`src/save_exit_params.svh`:
```
// Constants for the save and exit command handler.
// Assumes inclusion by bare name from the design module and the checker.
`ifndef SAVE_EXIT_PARAMS_SVH
`define SAVE_EXIT_PARAMS_SVH

// ASCII characters seen on the command line
`define CH_CR         8'h0D
`define CH_SP         8'h20
`define CH_COMMA      8'h2C
`define CH_SAVE_LO    8'h73
`define CH_SAVE_UP    8'h53
`define CH_EXIT_LO    8'h78
`define CH_EXIT_UP    8'h58
`define CH_YES        8'h59
`define CH_NO         8'h4E
`define CH_NORMAL_LO  8'h6E
`define CH_NORMAL_UP  8'h4E
`define CH_INIT_LO    8'h69
`define CH_INIT_UP    8'h49

// Save counter
`define SAVE_COUNT_W  32
`define SAVE_LIMIT    32'h00002710
`define SAVE_COUNT_RST 32'h00000000

// Hold time before a delayed exit
`define HOLD_TIME_S   3
`define CLK_HZ        25000000

`endif

```
`src/save_exit_pkg.sv`:
```
// Types shared by the save and exit command handler.
// Assumes save_exit_params.svh sits in the same folder.
`default_nettype none

package save_exit_pkg;
	// Response codes handed to the text formatter
	typedef enum logic [3:0] {
		RSP_PROMPT       = 4'h0,
		RSP_SAVE_CONFIRM = 4'h1,
		RSP_SAVED        = 4'h2,
		RSP_ABORTED      = 4'h3,
		RSP_EXIT_CONFIRM = 4'h4,
		RSP_TO_NORMAL    = 4'h5,
		RSP_TO_INIT      = 4'h6,
		RSP_E001         = 4'h7,
		RSP_E002         = 4'h8,
		RSP_E003         = 4'h9,
		RSP_E004         = 4'hA,
		RSP_E005         = 4'hB
	} resp_t;

	// Parser and sequencer states
	typedef enum logic [3:0] {
		ST_IDLE        = 4'h0,
		ST_SKIP        = 4'h1,
		ST_S_TAIL      = 4'h2,
		ST_S_CONF      = 4'h3,
		ST_S_WRITE     = 4'h4,
		ST_X_SEP       = 4'h5,
		ST_X_ARG       = 4'h6,
		ST_X_TAIL      = 4'h7,
		ST_X_CONF      = 4'h8,
		ST_HOLD        = 4'h9,
		ST_EMIT_ERR    = 4'hA,
		ST_EMIT_PROMPT = 4'hB
	} state_t;
endpackage

`default_nettype wire

```
`src/service_save_exit_handler.sv`:
```
// Save and exit command handler of the service-mode command interpreter.
// Assumes a receiver on the same clock delivering one character per
// rx_valid pulse, a formatter turning response codes into text, and a
// flash controller answering each write request with one done pulse.
//
// Notes on behaviour
// Confirmed save writes working configuration to flash
// Count saves; warn when count exceeds limit
// Flash write always attempted despite warning
// Save proceeds only on upper-case Y
// Non-Y answer reverts changed transmission settings
// Answer N: no write, report aborted
// Other answer: abort and report invalid parameter
// Success reports new save count, then prompt
// Characters after save letter: wrong parameter count
// Emit maximum-saves warning past the limit
// Failed flash write: emit save-failure code
// Bad command unknown; bad value invalid parameter
// Exit with wrong parameter count or comma
// Target n: Normal Mode, confirm if dirty
// Target i: Init Mode, confirm if dirty
// Targets n, i wait three seconds hold
// Target N: Normal Mode at once
// Target I: Init Mode at once
// Init Mode entry reloads flash configuration
// Exit answer N: stay, return prompt
// Other exit answer: invalid parameter, stay
// Dirty flag tracks unsaved parameter changes
`include "save_exit_params.svh"
`default_nettype none

module service_save_exit_handler #(
	parameter int unsigned HOLD_CYCLES = `HOLD_TIME_S * `CLK_HZ
) (
	input  wire logic                      clock,
	input  wire logic                      rstn,
	input  wire logic                      service_active,
	input  wire logic                      rx_valid,
	input  wire logic [7:0]                rx_char,
	input  wire logic                      param_changed,
	input  wire logic                      tx_params_changed,
	input  wire logic                      flash_done,
	input  wire logic                      flash_ok,
	input  wire logic                      count_load,
	input  wire logic [`SAVE_COUNT_W-1:0]  count_load_value,
	output logic                           resp_valid,
	output save_exit_pkg::resp_t           resp_code,
	output logic                           flash_write_req,
	output logic [`SAVE_COUNT_W-1:0]       save_count,
	output logic                           params_dirty,
	output logic                           tx_revert,
	output logic                           reload_req,
	output logic                           enter_normal,
	output logic                           enter_init
);
	import save_exit_pkg::*;

	// ------------------------------------------------------------
	// Internal state
	// ------------------------------------------------------------
	state_t                      state_reg;       // Parser and sequencer state
	resp_t                       err_reg;         // Error waiting to be emitted
	logic                        extra_reg;       // Characters seen after save letter
	logic                        go_init_reg;     // Exit target is Init Mode
	logic [31:0]                 hold_cnt_reg;    // Cycles spent in the hold
	logic                        hold_done;       // Hold time has elapsed
	logic                        save_ok;         // Flash write finished well
	logic                        arg_ok;          // Exit target character known
	logic                        arg_now;         // Exit target asks no wait
	logic                        arg_init;        // Exit target is Init Mode
	logic [7:0]                  arg_reg;         // Stored exit target character
	logic                        over_limit;      // Save counter past the limit

	// ------------------------------------------------------------
	// Decodes
	// ------------------------------------------------------------

	// Classify the stored exit target character
	always_comb begin
		arg_ok   = 1'b1;
		arg_now  = 1'b0;
		arg_init = 1'b0;
		if (arg_reg == `CH_NORMAL_LO) begin
			arg_now = 1'b0;
		end else if (arg_reg == `CH_INIT_LO) begin
			arg_init = 1'b1;
		end else if (arg_reg == `CH_NORMAL_UP) begin
			arg_now = 1'b1;
		end else if (arg_reg == `CH_INIT_UP) begin
			arg_now  = 1'b1;
			arg_init = 1'b1;
		end else begin
			arg_ok = 1'b0;
		end
	end

	// Flash write completed successfully
	assign save_ok    = (state_reg == ST_S_WRITE) && flash_done && flash_ok;
	// Counter already shows more saves than the flash is rated for
	assign over_limit = (save_count > `SAVE_LIMIT);
	// Last cycle of the hold time
	assign hold_done  = (hold_cnt_reg == HOLD_CYCLES - 32'd1);

	// ------------------------------------------------------------
	// Exit target capture
	// ------------------------------------------------------------

	// Keep the target character while the command completes
	always_ff @(posedge clock or negedge rstn) begin
		if (!rstn) begin
			arg_reg <= 8'h00;
		end else if (state_reg == ST_X_ARG && rx_valid) begin
			arg_reg <= rx_char;
		end
	end

	// ------------------------------------------------------------
	// Parser and sequencer
	// ------------------------------------------------------------

	// One character per rx_valid; responses one per cycle
	always_ff @(posedge clock or negedge rstn) begin
		if (!rstn) begin
			state_reg       <= ST_IDLE;
			err_reg         <= RSP_E001;
			extra_reg       <= 1'b0;
			go_init_reg     <= 1'b0;
			resp_valid      <= 1'b0;
			resp_code       <= RSP_PROMPT;
			flash_write_req <= 1'b0;
			tx_revert       <= 1'b0;
			reload_req      <= 1'b0;
			enter_normal    <= 1'b0;
			enter_init      <= 1'b0;
		end else begin
			// Pulses last one cycle
			resp_valid   <= 1'b0;
			tx_revert    <= 1'b0;
			reload_req   <= 1'b0;
			enter_normal <= 1'b0;
			enter_init   <= 1'b0;
			case (state_reg)
				ST_IDLE: begin
					// Command letter
					if (rx_valid && service_active) begin
						if (rx_char == `CH_SAVE_LO || rx_char == `CH_SAVE_UP) begin
							extra_reg <= 1'b0;
							state_reg <= ST_S_TAIL;
						end else if (rx_char == `CH_EXIT_LO || rx_char == `CH_EXIT_UP) begin
							state_reg <= ST_X_SEP;
						end else if (rx_char == `CH_CR) begin
							// Empty line: prompt again
							resp_valid <= 1'b1;
							resp_code  <= RSP_PROMPT;
						end else begin
							err_reg   <= RSP_E001;
							state_reg <= ST_SKIP;
						end
					end
				end
				ST_SKIP: begin
					// Drop the rest of a bad line
					if (rx_valid && rx_char == `CH_CR) begin
						state_reg <= ST_EMIT_ERR;
					end
				end
				ST_S_TAIL: begin
					// Save takes no parameters
					if (rx_valid) begin
						if (rx_char != `CH_CR) begin
							extra_reg <= 1'b1;
						end else if (extra_reg) begin
							err_reg   <= RSP_E002;
							state_reg <= ST_EMIT_ERR;
						end else begin
							resp_valid <= 1'b1;
							resp_code  <= RSP_SAVE_CONFIRM;
							state_reg  <= ST_S_CONF;
						end
					end
				end
				ST_S_CONF: begin
					// Confirmation answer
					if (rx_valid) begin
						if (rx_char == `CH_YES) begin
							flash_write_req <= 1'b1;
							state_reg       <= ST_S_WRITE;
							if (over_limit) begin
								resp_valid <= 1'b1;
								resp_code  <= RSP_E004;
							end
						end else begin
							resp_valid <= 1'b1;
							resp_code  <= RSP_ABORTED;
							tx_revert  <= tx_params_changed;
							if (rx_char == `CH_NO) begin
								state_reg <= ST_EMIT_PROMPT;
							end else begin
								err_reg   <= RSP_E003;
								state_reg <= ST_EMIT_ERR;
							end
						end
					end
				end
				ST_S_WRITE: begin
					// Wait for the flash controller
					if (flash_done) begin
						flash_write_req <= 1'b0;
						resp_valid      <= 1'b1;
						state_reg       <= ST_EMIT_PROMPT;
						if (flash_ok) begin
							resp_code <= RSP_SAVED;
						end else begin
							resp_code <= RSP_E005;
						end
					end
				end
				ST_X_SEP: begin
					// Exit needs a space before its target
					if (rx_valid) begin
						if (rx_char == `CH_SP) begin
							state_reg <= ST_X_ARG;
						end else if (rx_char == `CH_CR) begin
							err_reg   <= RSP_E002;
							state_reg <= ST_EMIT_ERR;
						end else if (rx_char == `CH_COMMA) begin
							err_reg   <= RSP_E002;
							state_reg <= ST_SKIP;
						end else begin
							err_reg   <= RSP_E001;
							state_reg <= ST_SKIP;
						end
					end
				end
				ST_X_ARG: begin
					// Target character
					if (rx_valid) begin
						if (rx_char == `CH_CR) begin
							err_reg   <= RSP_E002;
							state_reg <= ST_EMIT_ERR;
						end else if (rx_char == `CH_COMMA || rx_char == `CH_SP) begin
							err_reg   <= RSP_E002;
							state_reg <= ST_SKIP;
						end else begin
							state_reg <= ST_X_TAIL;
						end
					end
				end
				ST_X_TAIL: begin
					// Line must end right after the target
					if (rx_valid) begin
						if (rx_char != `CH_CR) begin
							err_reg   <= RSP_E002;
							state_reg <= ST_SKIP;
						end else if (!arg_ok) begin
							err_reg   <= RSP_E003;
							state_reg <= ST_EMIT_ERR;
						end else if (arg_now) begin
							// Immediate exit, no question, no hold
							resp_valid   <= 1'b1;
							resp_code    <= arg_init ? RSP_TO_INIT : RSP_TO_NORMAL;
							enter_normal <= !arg_init;
							enter_init   <= arg_init;
							reload_req   <= arg_init;
							state_reg    <= ST_IDLE;
						end else if (params_dirty) begin
							resp_valid  <= 1'b1;
							resp_code   <= RSP_EXIT_CONFIRM;
							go_init_reg <= arg_init;
							state_reg   <= ST_X_CONF;
						end else begin
							resp_valid  <= 1'b1;
							resp_code   <= arg_init ? RSP_TO_INIT : RSP_TO_NORMAL;
							go_init_reg <= arg_init;
							state_reg   <= ST_HOLD;
						end
					end
				end
				ST_X_CONF: begin
					// Exit confirmation answer
					if (rx_valid) begin
						if (rx_char == `CH_YES) begin
							resp_valid <= 1'b1;
							resp_code  <= go_init_reg ? RSP_TO_INIT : RSP_TO_NORMAL;
							state_reg  <= ST_HOLD;
						end else if (rx_char == `CH_NO) begin
							resp_valid <= 1'b1;
							resp_code  <= RSP_PROMPT;
							state_reg  <= ST_IDLE;
						end else begin
							err_reg   <= RSP_E003;
							state_reg <= ST_EMIT_ERR;
						end
					end
				end
				ST_HOLD: begin
					// Mode change once the hold has run out
					if (hold_done) begin
						enter_normal <= !go_init_reg;
						enter_init   <= go_init_reg;
						reload_req   <= go_init_reg;
						state_reg    <= ST_IDLE;
					end
				end
				ST_EMIT_ERR: begin
					// Pending error code
					resp_valid <= 1'b1;
					resp_code  <= err_reg;
					state_reg  <= ST_EMIT_PROMPT;
				end
				ST_EMIT_PROMPT: begin
					// Ready prompt closes the command
					resp_valid <= 1'b1;
					resp_code  <= RSP_PROMPT;
					state_reg  <= ST_IDLE;
				end
				default: begin
					state_reg <= ST_IDLE;
				end
			endcase
		end
	end

	// ------------------------------------------------------------
	// Hold timer
	// ------------------------------------------------------------

	// Counts cycles while a delayed exit waits
	always_ff @(posedge clock or negedge rstn) begin
		if (!rstn) begin
			hold_cnt_reg <= 32'h00000000;
		end else if (state_reg == ST_HOLD) begin
			hold_cnt_reg <= hold_cnt_reg + 32'd1;
		end else begin
			hold_cnt_reg <= 32'h00000000;
		end
	end

	// ------------------------------------------------------------
	// Save counter
	// ------------------------------------------------------------

	// Loaded from flash by the system, bumped on every good save
	always_ff @(posedge clock or negedge rstn) begin
		if (!rstn) begin
			save_count <= `SAVE_COUNT_RST;
		end else if (save_ok) begin
			save_count <= save_count + 32'd1;
		end else if (count_load) begin
			save_count <= count_load_value;
		end
	end

	// ------------------------------------------------------------
	// Unsaved change flag
	// ------------------------------------------------------------

	// Set wins over a clear in the same cycle
	always_ff @(posedge clock or negedge rstn) begin
		if (!rstn) begin
			params_dirty <= 1'b0;
		end else if (param_changed) begin
			params_dirty <= 1'b1;
		end else if (save_ok || reload_req) begin
			params_dirty <= 1'b0;
		end
	end

endmodule

`default_nettype wire

```
`config.mk`:
```
export PLATFORM = sky130hd
export DESIGN_NAME = service_save_exit_handler
export DESIGN_NICKNAME = d
export VERILOG_FILES = /design/src/save_exit_pkg.sv /design/src/service_save_exit_handler.sv
export VERILOG_INCLUDE_DIRS = /design/src
export SDC_FILE = /design/constraint.sdc
export NUM_CORES = 1
export LEC_CHECK = 0
export BUFFER_PORTS_ARGS = -buffer_cell sky130_fd_sc_hd__buf_2
export CORE_ASPECT_RATIO = 2
export CORE_UTILIZATION = 40
export CTS_BUF_LIST = sky130_fd_sc_hd__clkbuf_4
export CTS_CLUSTER_SIZE = 28
export DETAILED_ROUTE_END_ITERATION = 8
export PLACE_DENSITY = 0.58
export SLEW_MARGIN = 20
export SYNTH_ARGS = -nofsm -noshare
export SYNTH_HDL_FRONTEND = slang
export SYNTH_SLANG_ARGS = --single-unit
```
`constraint.sdc`:
```
create_clock -name clock -period 3.3 [get_ports clock]
set_input_delay 0 -clock clock [delete_from_list [all_inputs] [get_ports clock]]
set_output_delay 0 -clock clock [all_outputs]
set_load 0.05 [all_outputs]
```
==> results.md, run 1 <==
- Status: finished with violations
- Violated checks: design-rule violations
- Max Buffers Root-to-Sink: 2
- Final HPWL DP: around 14000 um
- Via count: between 5000 and 6000
- Crit-path slowest cell: dfrtp_1
- Layout cell share with drive strength beyond 1: approximately a fifth
- Overall power: ~3.5 mW
- Slowest cell delay on critical path: around 570 ps
- Max Cap Viol: 0
- Die X: roughly 85 um
- Area grow syn2layout: 23.26%
- Startpoint types: register
- Pwr dens: 509.8 mW/mm2
- CP Capture Type: register
- Asr flop ratio synth: 100.0%
- Post_cts resized: 0
- WL/cell: 19.42 um
- Final setup vio count: 0
- Met1 WL: approximately 6500 um
- Post-synth top cells: nor2_1, dfrtp_1, nand2_1
- Cells after Synth: around 650
- CTS Sinks: between 90 and 100
- Crit-path max FO: 16
- Post-synth EDFFs: 0
- Met2 wire len: between 9000 and 10000 um
- Yosys top cell area share: between 40% and 50%
- Critical path's top delay family: buffers and inverters
- CTS tree: yes
- Drt total wl: about 18000 um
- Max-slew violation count: 0
- Rows: 60
- Dominant cell type by area after synthesis: dfrtp_1
- Mapped Nets: 700
- GRT Util Overall: around a quarter
- First-pass GRT wire length: between 20000 and 30000 um
- Antenna Nets Post-Route: 0
- Seq/Total Area, Yosys: between 40% and 50%
- Clk_lat worst skew: around 460 ps
- Hold WC Path Type: input pin to register
- # DRC: 6
- Root Driver: clkbuf_4
- RSZ-0062 raised after global routing: no
- Met3 routed WL: around 900 um
- CTS buffer count: 9
- TritonRoute pass-1 iters: 9
- Post-Syn Area: 0.005503 mm2
- Initial drt markers: ~350
- Pin count of the biggest net entering global routing: slightly below 80
- Fillers: ~1300
- Max_slew headroom: between 40% and 50%
- Lkg Pwr: between 2 and 3 nW
- Final net count: 834
- Maximum vdd drop: 235.5 uV
- Initial Util: ~40%
- CP arrival: ~3200 ps
- WS Path Type: register to register
- Worst path buffer plus inverter count: 4
- IO buf count: 91
- Final hold viol count: 0
- RePlAce Congestion: between 0.9 and 1
- Via density: ~6
- Most numerous cell in the Yosys netlist: nor2_1
- Yosys warns: 0
- Worst-Margin Slew: approximately 850 ps
- Tmin final: about 2800 ps
- Setup TNS: 0 ps
- Worst-path clk slew: roughly 160 ps
- Netlist cell types: 71
- DIE AREA: approximately 0.014 mm2
- Primary FF master, synth: dfrtp_1
- IO Count: approximately 90
- Cells along the critical path: nor2_1 > nand4_1 > buf_4 > buf_4 > nand3_1 > dlygate4sd3_1 > o211ai_1 > dlygate4sd3_1
- Clock skew: between 15 and 20 ps
- Synth top area cells: dfrtp_1, nor2_1, o21ai_0
- Fmax: between 300 and 400 MHz
- DIE HEIGHT: approximately 170 um
- Initial antenna violation count: 1
- Top sig layer: met4
- Core area: approximately 0.013 mm2
- Worst EP required: between 3000 and 4000 ps
- Htree depth: 3
- FF+latch count, synth: just over 90
- Period utilization: ~86%
- Congestion Overflow GR: 0
- Number of global-route vias before repair: approximately 5700
- Syn_area_per_cell: between 8 and 9 um2
cells in the final DEF, fill, tap and decap left out, types with 12 or more instances in the layout:
cell,n
a21oi_1,34
and3_1,15
buf_2,90
buf_4,18
dfrtp_1,89
dlygate4sd3_1,48
inv_1,19
mux2_2,12
nand2_1,53
nand3_1,38
nand4_1,21
nor2_1,93
nor3_1,23
o21ai_0,40
or3_1,12
xor2_1,14
routing by layer:
metal / up-vias / GRT usage [%]
met5: - / 0
met4: 0 / 20.04
met3: 92 / 4.020
met2: 285 / 47.51
met1: 2695 / 26.82
li1: 2651 / -
worst paths after layout:
kind	startpoint	end	slack, ps	cells past startpoint
min	count_load	save_count[21]$_DFFE_PN0P_	60	4
min in group asynchronous	rstn	arg_reg[6]$_DFFE_PN0P_	90	2
min reg2reg	err_reg[0]$_DFFE_PN1P_	err_reg[0]$_DFFE_PN1P_	480	2
max reg2reg	state_reg[1]$_DFFE_PN0P_	save_count[0]$_DFFE_PN0P_	460	8
max in group asynchronous	rstn	err_reg[2]$_DFFE_PN1P_	2360	3
max	state_reg[1]$_DFFE_PN0P_	save_count[0]$_DFFE_PN0P_	460	8
worst min-delay path: stages:
cell     delay (ps)
buf_2           150
o21ai_0         160
mux2i_1          70
o21a_1          100
report_power, final:
group | switching [mW] | internal [mW] | total (mW)
Clock | 0.423 | 0.235 | 0.658
Sequential | 0.184 | 1.24 | 1.42
Combinational | 0.871 | 0.508 | 1.38
Total | 1.48 | 1.98 | 3.46
per-stage QoR:
| step | hold slack [ps] | util (%) | worst slack, ps | instance area [um2] | cells |
|---|---|---|---|---|---|
| floorplan | -295.6 | - | 843.3 | 5503 | 648 |
| global placement | 191.2 | 45.62 | 787.4 | 6131 | 875 |
| detailed placement | 194.3 | 45.62 | 741.4 | 6131 | 875 |
| CTS | 9.650 | 50.26 | 233.6 | 6754 | 939 |
| global route | 52.54 | 50.47 | 311.1 | 6783 | 943 |
| finish | 55.08 | 50.47 | 455.9 | 6783 | 943 |
final cells by class:
cell class,instances,area (um2),area share [%]
Sequential cell,91,2280,33.61
Clock buffer,9,67.56,0.9961
Timing Repair Buffer,157,1077,15.88
Clock inverter,7,75.07,1.107
Inverter,19,71.32,1.051
Multi-Input combinational cell,504,3015,44.46
Antenna cell,1,2.502,0.03689
Tap cell,155,193.9,2.859
cell families (layout without fill, tap and decap cells):
group                      after synthesis  after routing  synth area share (%)
adders and majority gates                3              3                0.6822
DFF                                     91             91                 41.43
AOI/OAI and AO/OA                      146            146                 17.19
muxes                                   19             19                 3.843
other                                    0              1                     0
xor gates and xnor gates                24             24                 3.820
and+or+nand+nor                        312            312                 29.26
buffers and inverters                   53            192                 3.774
timing repair:
action	4_1_cts	5_1_grt
endpoints found under the hold margin	118	0
setup buffers	0	3
hold buffers	48	0
setup endpoints to repair	0	1
(Power assumes the default switching activity.)
==> inputs of run 2 (changes only) <==
--- a/config.mk
+++ b/config.mk
@@ -6,13 +6,13 @@
 export SDC_FILE = /design/constraint.sdc
 export NUM_CORES = 1
 export LEC_CHECK = 0
-export BUFFER_PORTS_ARGS = -buffer_cell sky130_fd_sc_hd__buf_2
 export CORE_ASPECT_RATIO = 2
 export CORE_UTILIZATION = 40
 export CTS_BUF_LIST = sky130_fd_sc_hd__clkbuf_4
 export CTS_CLUSTER_SIZE = 28
 export DETAILED_ROUTE_END_ITERATION = 8
-export PLACE_DENSITY = 0.58
+export DONT_BUFFER_PORTS = 1
+export PLACE_DENSITY = 0.54
 export SLEW_MARGIN = 20
 export SYNTH_ARGS = -nofsm -noshare
 export SYNTH_HDL_FRONTEND = slang
==> constraint.sdc (replaced) <==
create_clock -name clock -period 2.5 [get_ports clock]
set_input_delay 0 -clock clock [delete_from_list [all_inputs] [get_ports clock]]
set_output_delay 0 -clock clock [all_outputs]
set_load 0.05 [all_outputs]
==> run 2 against run 1 <==
  * The flow still finishes with violations (design-rule violations)
  * Combinational power rose by 36%
  * Power rose by 31%
  * Clock power rose by 16%
  * First-iteration DRC count fell by 5.9%
  * Sequential power rose by 34%
  * Setup slack got worse by 310 ps
  * Via count fell by 3.9%
  * Clock-buffer cell count rose by 1
  * Worst hold slack got worse by 8.4 ps
  * Sequential cell count did not move
  * Non-clock buffer count fell by 43
  * Wire length rose by 2.3%
==> results.md, run 2 (synthesis results as in run 1) <==
- Status: finished with violations
- Violated checks: design-rule violations
- First-pass GRT wire length: 29750 um (+2.6%)
- Max Buffers Root-to-Sink: 2 (unchanged)
- Final setup vio count: 0 (unchanged)
- # DRC: 3 (-3)
- WL/cell: 20.82 um (+7.2%)
- DIE AREA: 0.01426 mm2 (unchanged)
- Rows: 60 (unchanged)
- Tmin final: 2356 ps (-488.5 ps)
- Crit-path max FO: 13 (-3)
- Overall power: 4.546 mW (+31%)
- Drt total wl: 18740 um (+2.3%)
- Multi-input logic area: 0.003015 mm2 (unchanged)
- Die X: 84.94 um (unchanged)
- Register Area: 0.002280 mm2 (unchanged)
- TritonRoute pass-1 iters: 7 (-2)
- Via density: 6.108 (+0.64%)
- Initial drt markers: 333 (-5.9%)
- Clk_lat worst skew: 460 ps (about the same)
- Commonest non-fill, non-tap cell in the layout: nor2_1
- Setup TNS: 0 ps (unchanged)
- Clock skew: 16.19 ps (-1.672 ps)
- WS Path Type: register to register
- Layout cell share with drive strength beyond 1: 14.11% (-5.1 points)
- Finished Core Util: 49.73% (-0.74 points)
- Initial Util: 40.95% (unchanged)
- Crit-path slowest cell: nor3_1
- CTS Sinks: 91 (unchanged)
- Area grow syn2layout: 21.44%
- CTS tree: yes
- Worst-Margin Slew: 716.2 ps (-129.0 ps)
- Lkg Pwr: 2.710 nW (-4.7%)
- RSZ-0062 raised after global routing: no
- Commonest non-fill, non-tap cells in the layout: nor2_1, dfrtp_1, buf_4, nand2_1, dlygate4sd3_1
- Worst-path clk slew: 150 ps (about the same)
- Cells along the critical path: buf_4 > nand2_1 > nor3_1 > and4_1 > dlygate4sd3_1
- Core area: 0.01344 mm2 (unchanged)
- Pwr dens: 680.2 mW/mm2 (+33%)
- Max-slew violation count: 0 (unchanged)
- Initial antenna violation count: 1 (unchanged)
- Fillers: 1297 (unchanged)
- Maximum vdd drop: 366.5 uV (+56%)
- Slowest cell delay on critical path: 570 ps (about the same)
- R2r setup slk: 140 ps (-310 ps)
- Number of global-route vias before repair: 5684 (-0.92%)
- Congestion Overflow GR: 0 (unchanged)
- DIE HEIGHT: 167.9 um (unchanged)
- Final net count: 791 (-5.2%)
- Max Cap Viol: 0 (unchanged)
- Root Driver: clkbuf_4
- Post-CTS setup buffer count: 0 (unchanged)
- Htree depth: 3 (unchanged)
- Post_cts resized: 0 (unchanged)
- Pin count of the biggest net entering global routing: 92 (+19%)
- CP arrival: 2770 ps (-440 ps)
- CTS buffer count: 9 (unchanged)
- Worst path buffer plus inverter count: 2 (-2)
- Critical path's top delay family: simple AND/OR/NAND/NOR gates
- Non-Filler Instances: 900 (-4.6%)
- IO buf count: 0 (-100%)
- Final HPWL DP: 14040 um (+3.6%)
- Worst EP required: 2910 ps (-750 ps)
- Period utilization: 94.22% (+8.0 points)
- Final hold viol count: 0 (unchanged)
- CP Capture Type: register
- Hold WC Path Type: input pin to register
- RePlAce Congestion: 0.9716 (unchanged)
- Antenna Nets Post-Route: 0 (unchanged)
- GRT Util Overall: 27.07% (+0.72 points)
- Startpoint types: register
- Placed Cells: 831 (-5.0%)
- Fmax: 424.5 MHz (+21%)
- Via count: 5497 (-3.9%)
- IO Count: 92 (unchanged)
- Max_slew headroom: 51.89% (+8.8 points)
## run 2: path summary, 6_finish.rpt
| kind | from | endpoint | cells past startpoint |
|---|---|---|---|
| max | state_reg[0]$_DFFE_PN0P_ | tx_revert$_DFF_PN0_ | 5 |
| min | flash_ok | resp_code[3]$_DFFE_PN0P_ | 4 |
| max reg2reg | state_reg[0]$_DFFE_PN0P_ | tx_revert$_DFF_PN0_ | 5 |
| min reg2reg | err_reg[0]$_DFFE_PN1P_ | err_reg[0]$_DFFE_PN1P_ | 2 |
| max in group asynchronous | rstn | hold_cnt_reg[25]$_DFF_PN0_ | 2 |
| min in group asynchronous | rstn | arg_reg[1]$_DFFE_PN0P_ | 2 |
## run 2: per-stage QoR
stage,hold WS [ps],setup WS [ps],cell area (um2)
2_1_floorplan,-295.6,43.34,5503
3_3_place_gp,-293.4,201.2,6026
4_1_cts,5.725,143.8,6680
5_1_grt,26.59,16.25,6683
6_report,46.70,144.4,6683
3_5_place_dp,-293.7,207.7,6026
## run 2: worst min-delay path, delay by kind of cell
| family | cells | cell delay, ps |
|---|---|---|
| muxes | 1 | 160 |
| AOI/OAI and AO/OA | 2 | 210 |
| and+or+nand+nor | 1 | 110 |
## run 2: final cells by class
cell class,count,share of cell area [%]
Antenna cell,1,0.03745
Clock buffer,10,1.123
Clock inverter,6,0.6179
Inverter,19,1.067
Multi-Input combinational cell,504,45.12
Sequential cell,91,34.11
Tap cell,155,2.902
Timing Repair Buffer,114,15.02
## run 2: what timing repair did
item                       in CTS  in global routing
hold buffers                   52                  0
hold endpoints to repair      140                  0
setup endpoints to repair       0                  0
## run 2: where the power goes
group          switching, mW  total [mW]  internal (mW)
logic                   1.14        1.88          0.744
registers              0.268        1.90           1.63
clock network          0.548       0.764          0.216
total                   1.95        4.55           2.59
## run 2: routing by layer
metal	global-route usage, %	up-vias	part of all wire (%)
li1	-	2564	-
met1	28.41	2686	36
met2	51.54	198	55
met3	3.725	49	4.2
met4	13.49	0	4.7
met5	0	-	0
==> inputs of run 3 (changes only) <==
--- a/config.mk
+++ b/config.mk
@@ -8,7 +8,7 @@
 export LEC_CHECK = 0
 export CORE_ASPECT_RATIO = 2
 export CORE_UTILIZATION = 40
-export CTS_BUF_LIST = sky130_fd_sc_hd__clkbuf_4
+export CTS_BUF_LIST = sky130_fd_sc_hd__clkbuf_16
 export CTS_CLUSTER_SIZE = 28
 export DETAILED_ROUTE_END_ITERATION = 8
 export DONT_BUFFER_PORTS = 1
==> run 3 against run 2 <==
  * Die area unchanged
  * Final cell count decreased by 0.44%
  * Combinational power barely moved
  * Power is 11% higher
  * First-iteration DRC count grew 14%
  * Clock skew is 6.7 ps lower
  * Critical path depth did not move
  * The flow still finishes with violations (design-rule violations)
  * Largest cell class unchanged
  * Final area rose by 1.8%
  * Fmax up 0.34%
==> results.md, run 3 (synthesis results as in run 1) <==
- Commonest non-fill, non-tap cells in the layout: nor2_1, dfrtp_1, buf_4, nand2_1, dlygate4sd3_1
- Post-CTS setup buffer count: 0 (unchanged)
- Pin count of the biggest net entering global routing: 92 (unchanged)
- Worst EP required: 2790 ps (-120 ps)
- Violated checks: design-rule violations
- Clk_lat worst skew: 350 ps (-110 ps)
- Max-slew violation count: 0 (unchanged)
- Final hold viol count: 0 (unchanged)
- Layout cell share with drive strength beyond 1: 14.04% (-0.078 points)
- Worst Reg-to-Reg Cells: 5 (unchanged)
- IO Count: 92 (unchanged)
- WL/cell: 20.80 um (about the same)
- Initial Util: 40.95% (unchanged)
- Reg2reg end: tx_revert$_DFF_PN0_
- RePlAce Congestion: 0.9716 (unchanged)
- Htree depth: 3 (unchanged)
- Lkg Pwr: 2.765 nW (+2.0%)
- Crit path to: tx_revert$_DFF_PN0_
- Drt total wl: 18640 um (-0.53%)
- RSZ-0062 raised after global routing: no
- Crit-path max FO: 13 (unchanged)
- Via count: 5432 (-1.2%)
- Via density: 6.063 (-0.74%)
- Rows: 60 (unchanged)
- CTS tree: yes
- Ant. Diodes: 0 (-1)
- Status: finished with violations
- Multi-input logic area: 0.003015 mm2 (unchanged)
- Initial antenna violation count: 0 (-1)
- Final setup vio count: 0 (unchanged)
- DIE HEIGHT: 167.9 um (unchanged)
- # DRC: 3 (unchanged)
- Final HPWL DP: 14040 um (unchanged)
- Finished Core Util: 50.63% (+0.90 points)
- Fillers: 1275 (-1.7%)
- Core area: 0.01344 mm2 (unchanged)
- DIE AREA: 0.01426 mm2 (unchanged)
- CP arrival: 2630 ps (-140 ps)
- Worst-Margin Slew: 728.1 ps (+11.87 ps)
- Root Driver: clkbuf_16
- Pwr dens: 742.7 mW/mm2 (+9.2%)
- R2r setup slk: 150 ps (about the same)
- CP Launch Point: state_reg[0]$_DFFE_PN0P_
- Period utilization: 93.91% (-0.32 points)
- CP Capture Type: register
- Post-place setup slack: 207.7 ps (unchanged)
- CTS buffer count: 9 (unchanged)
- Final net count: 788 (-0.38%)
- First-pass GRT wire length: 29600 um (-0.51%)
- IO buf count: 0 (unchanged)
- Initial drt markers: 378 (+14%)
- Number of global-route vias before repair: 5657 (-0.48%)
- Startpoint types: register
- Setup ws final: 152.4 ps (+7.926 ps)
- Max Cap Viol: 0 (unchanged)
- WS Path Type: register to register
- Tmin final: 2348 ps (-7.926 ps)
- Max Buffers Root-to-Sink: 2 (unchanged)
- Clock skew: 9.504 ps (-6.691 ps)
- Hold WC Path Type: input pin to register
- Register Area: 0.002280 mm2 (unchanged)
- Setup TNS: 0 ps (unchanged)
- GRT Util Overall: 26.94% (-0.12 points)
- FF-to-FF Start: state_reg[0]$_DFFE_PN0P_
- Die X: 84.94 um (unchanged)
- Area grow syn2layout: 23.65%
- Post_cts resized: 0 (unchanged)
- Maximum vdd drop: 367.6 uV (+0.28%)
- Max_slew headroom: 51.09% (-0.80 points)
- Fmax: 426.0 MHz (+0.34%)
- Congestion Overflow GR: 0 (unchanged)
- Commonest non-fill, non-tap cell in the layout: nor2_1
- Antenna Nets Post-Route: 0 (unchanged)
- TritonRoute pass-1 iters: 7 (unchanged)
- CTS Sinks: 91 (unchanged)
- Worst-path clk slew: 70 ps (-80 ps)
- Hold Buf Count CTS: 49 (-5.8%)
[run 3: cell types whose count changed in the layout (fill, tap and decap cells not counted), sizes merged]
cell         change
diode            -1
clkbuf           -1
inv              +1
dlygate4sd3      -3
[run 3: worst min-delay path by stage]
stage / start / endpoint / slack (ps) / depth (start not counted)
2_1_floorplan: rstn / arg_reg[0]$_DFFE_PN0P_ / -300 / 0
3_3_place_gp: rstn / arg_reg[4]$_DFFE_PN0P_ / -290 / 0
3_5_place_dp: rstn / arg_reg[6]$_DFFE_PN0P_ / -290 / 0
4_1_cts: count_load / save_count[21]$_DFFE_PN0P_ / 40 / 3
5_1_grt: count_load / save_count[21]$_DFFE_PN0P_ / 40 / 3
6_report: count_load / save_count[21]$_DFFE_PN0P_ / 40 / 3
[run 3: per-layer routing]
metal	track usage [%]	wire length (um)	part of all wire [%]
met1	28.31	6807	37
met4	12.82	786	4.2
met5	0	0	0
met2	51.18	10340	55
met3	4.216	711	3.8
[run 3: report_power, final]
group          switching, mW  internal, mW
clock                  0.611         0.671
combinational           1.13         0.741
sequential             0.267          1.63
total                   2.01          3.05
[run 3: cell type report]
class | instances | area share, %
Multi-Input combinational cell | 504 | 44.32
Sequential cell | 91 | 33.50
Timing Repair Buffer | 111 | 14.31
Clock buffer | 9 | 3.310
Tap cell | 155 | 2.850
Inverter | 19 | 1.048
Clock inverter | 7 | 0.6620
[run 3: through the flow]
| stage | total power [mW] | hold WS, ps | std cells | cell area [um2] |
|---|---|---|---|---|
| after floorplan | 3.087 | -295.6 | 648 | 5503 |
| after global placement | 3.676 | -293.4 | 831 | 6026 |
| after detailed placement | 3.679 | -293.7 | 831 | 6026 |
| after CTS | 5.068 | 41.17 | 896 | 6804 |
| after global routing | 5.311 | 40.68 | 896 | 6804 |
| final | 5.053 | 44.66 | 896 | 6804 |
[run 3: worst max-delay path, stage by stage (launching register included)]
cell and delay (ps):
dfrtp_1 520, buf_4 260, nand2_1 120, nor3_1 580, and4_1 280, dlygate4sd3_1 540
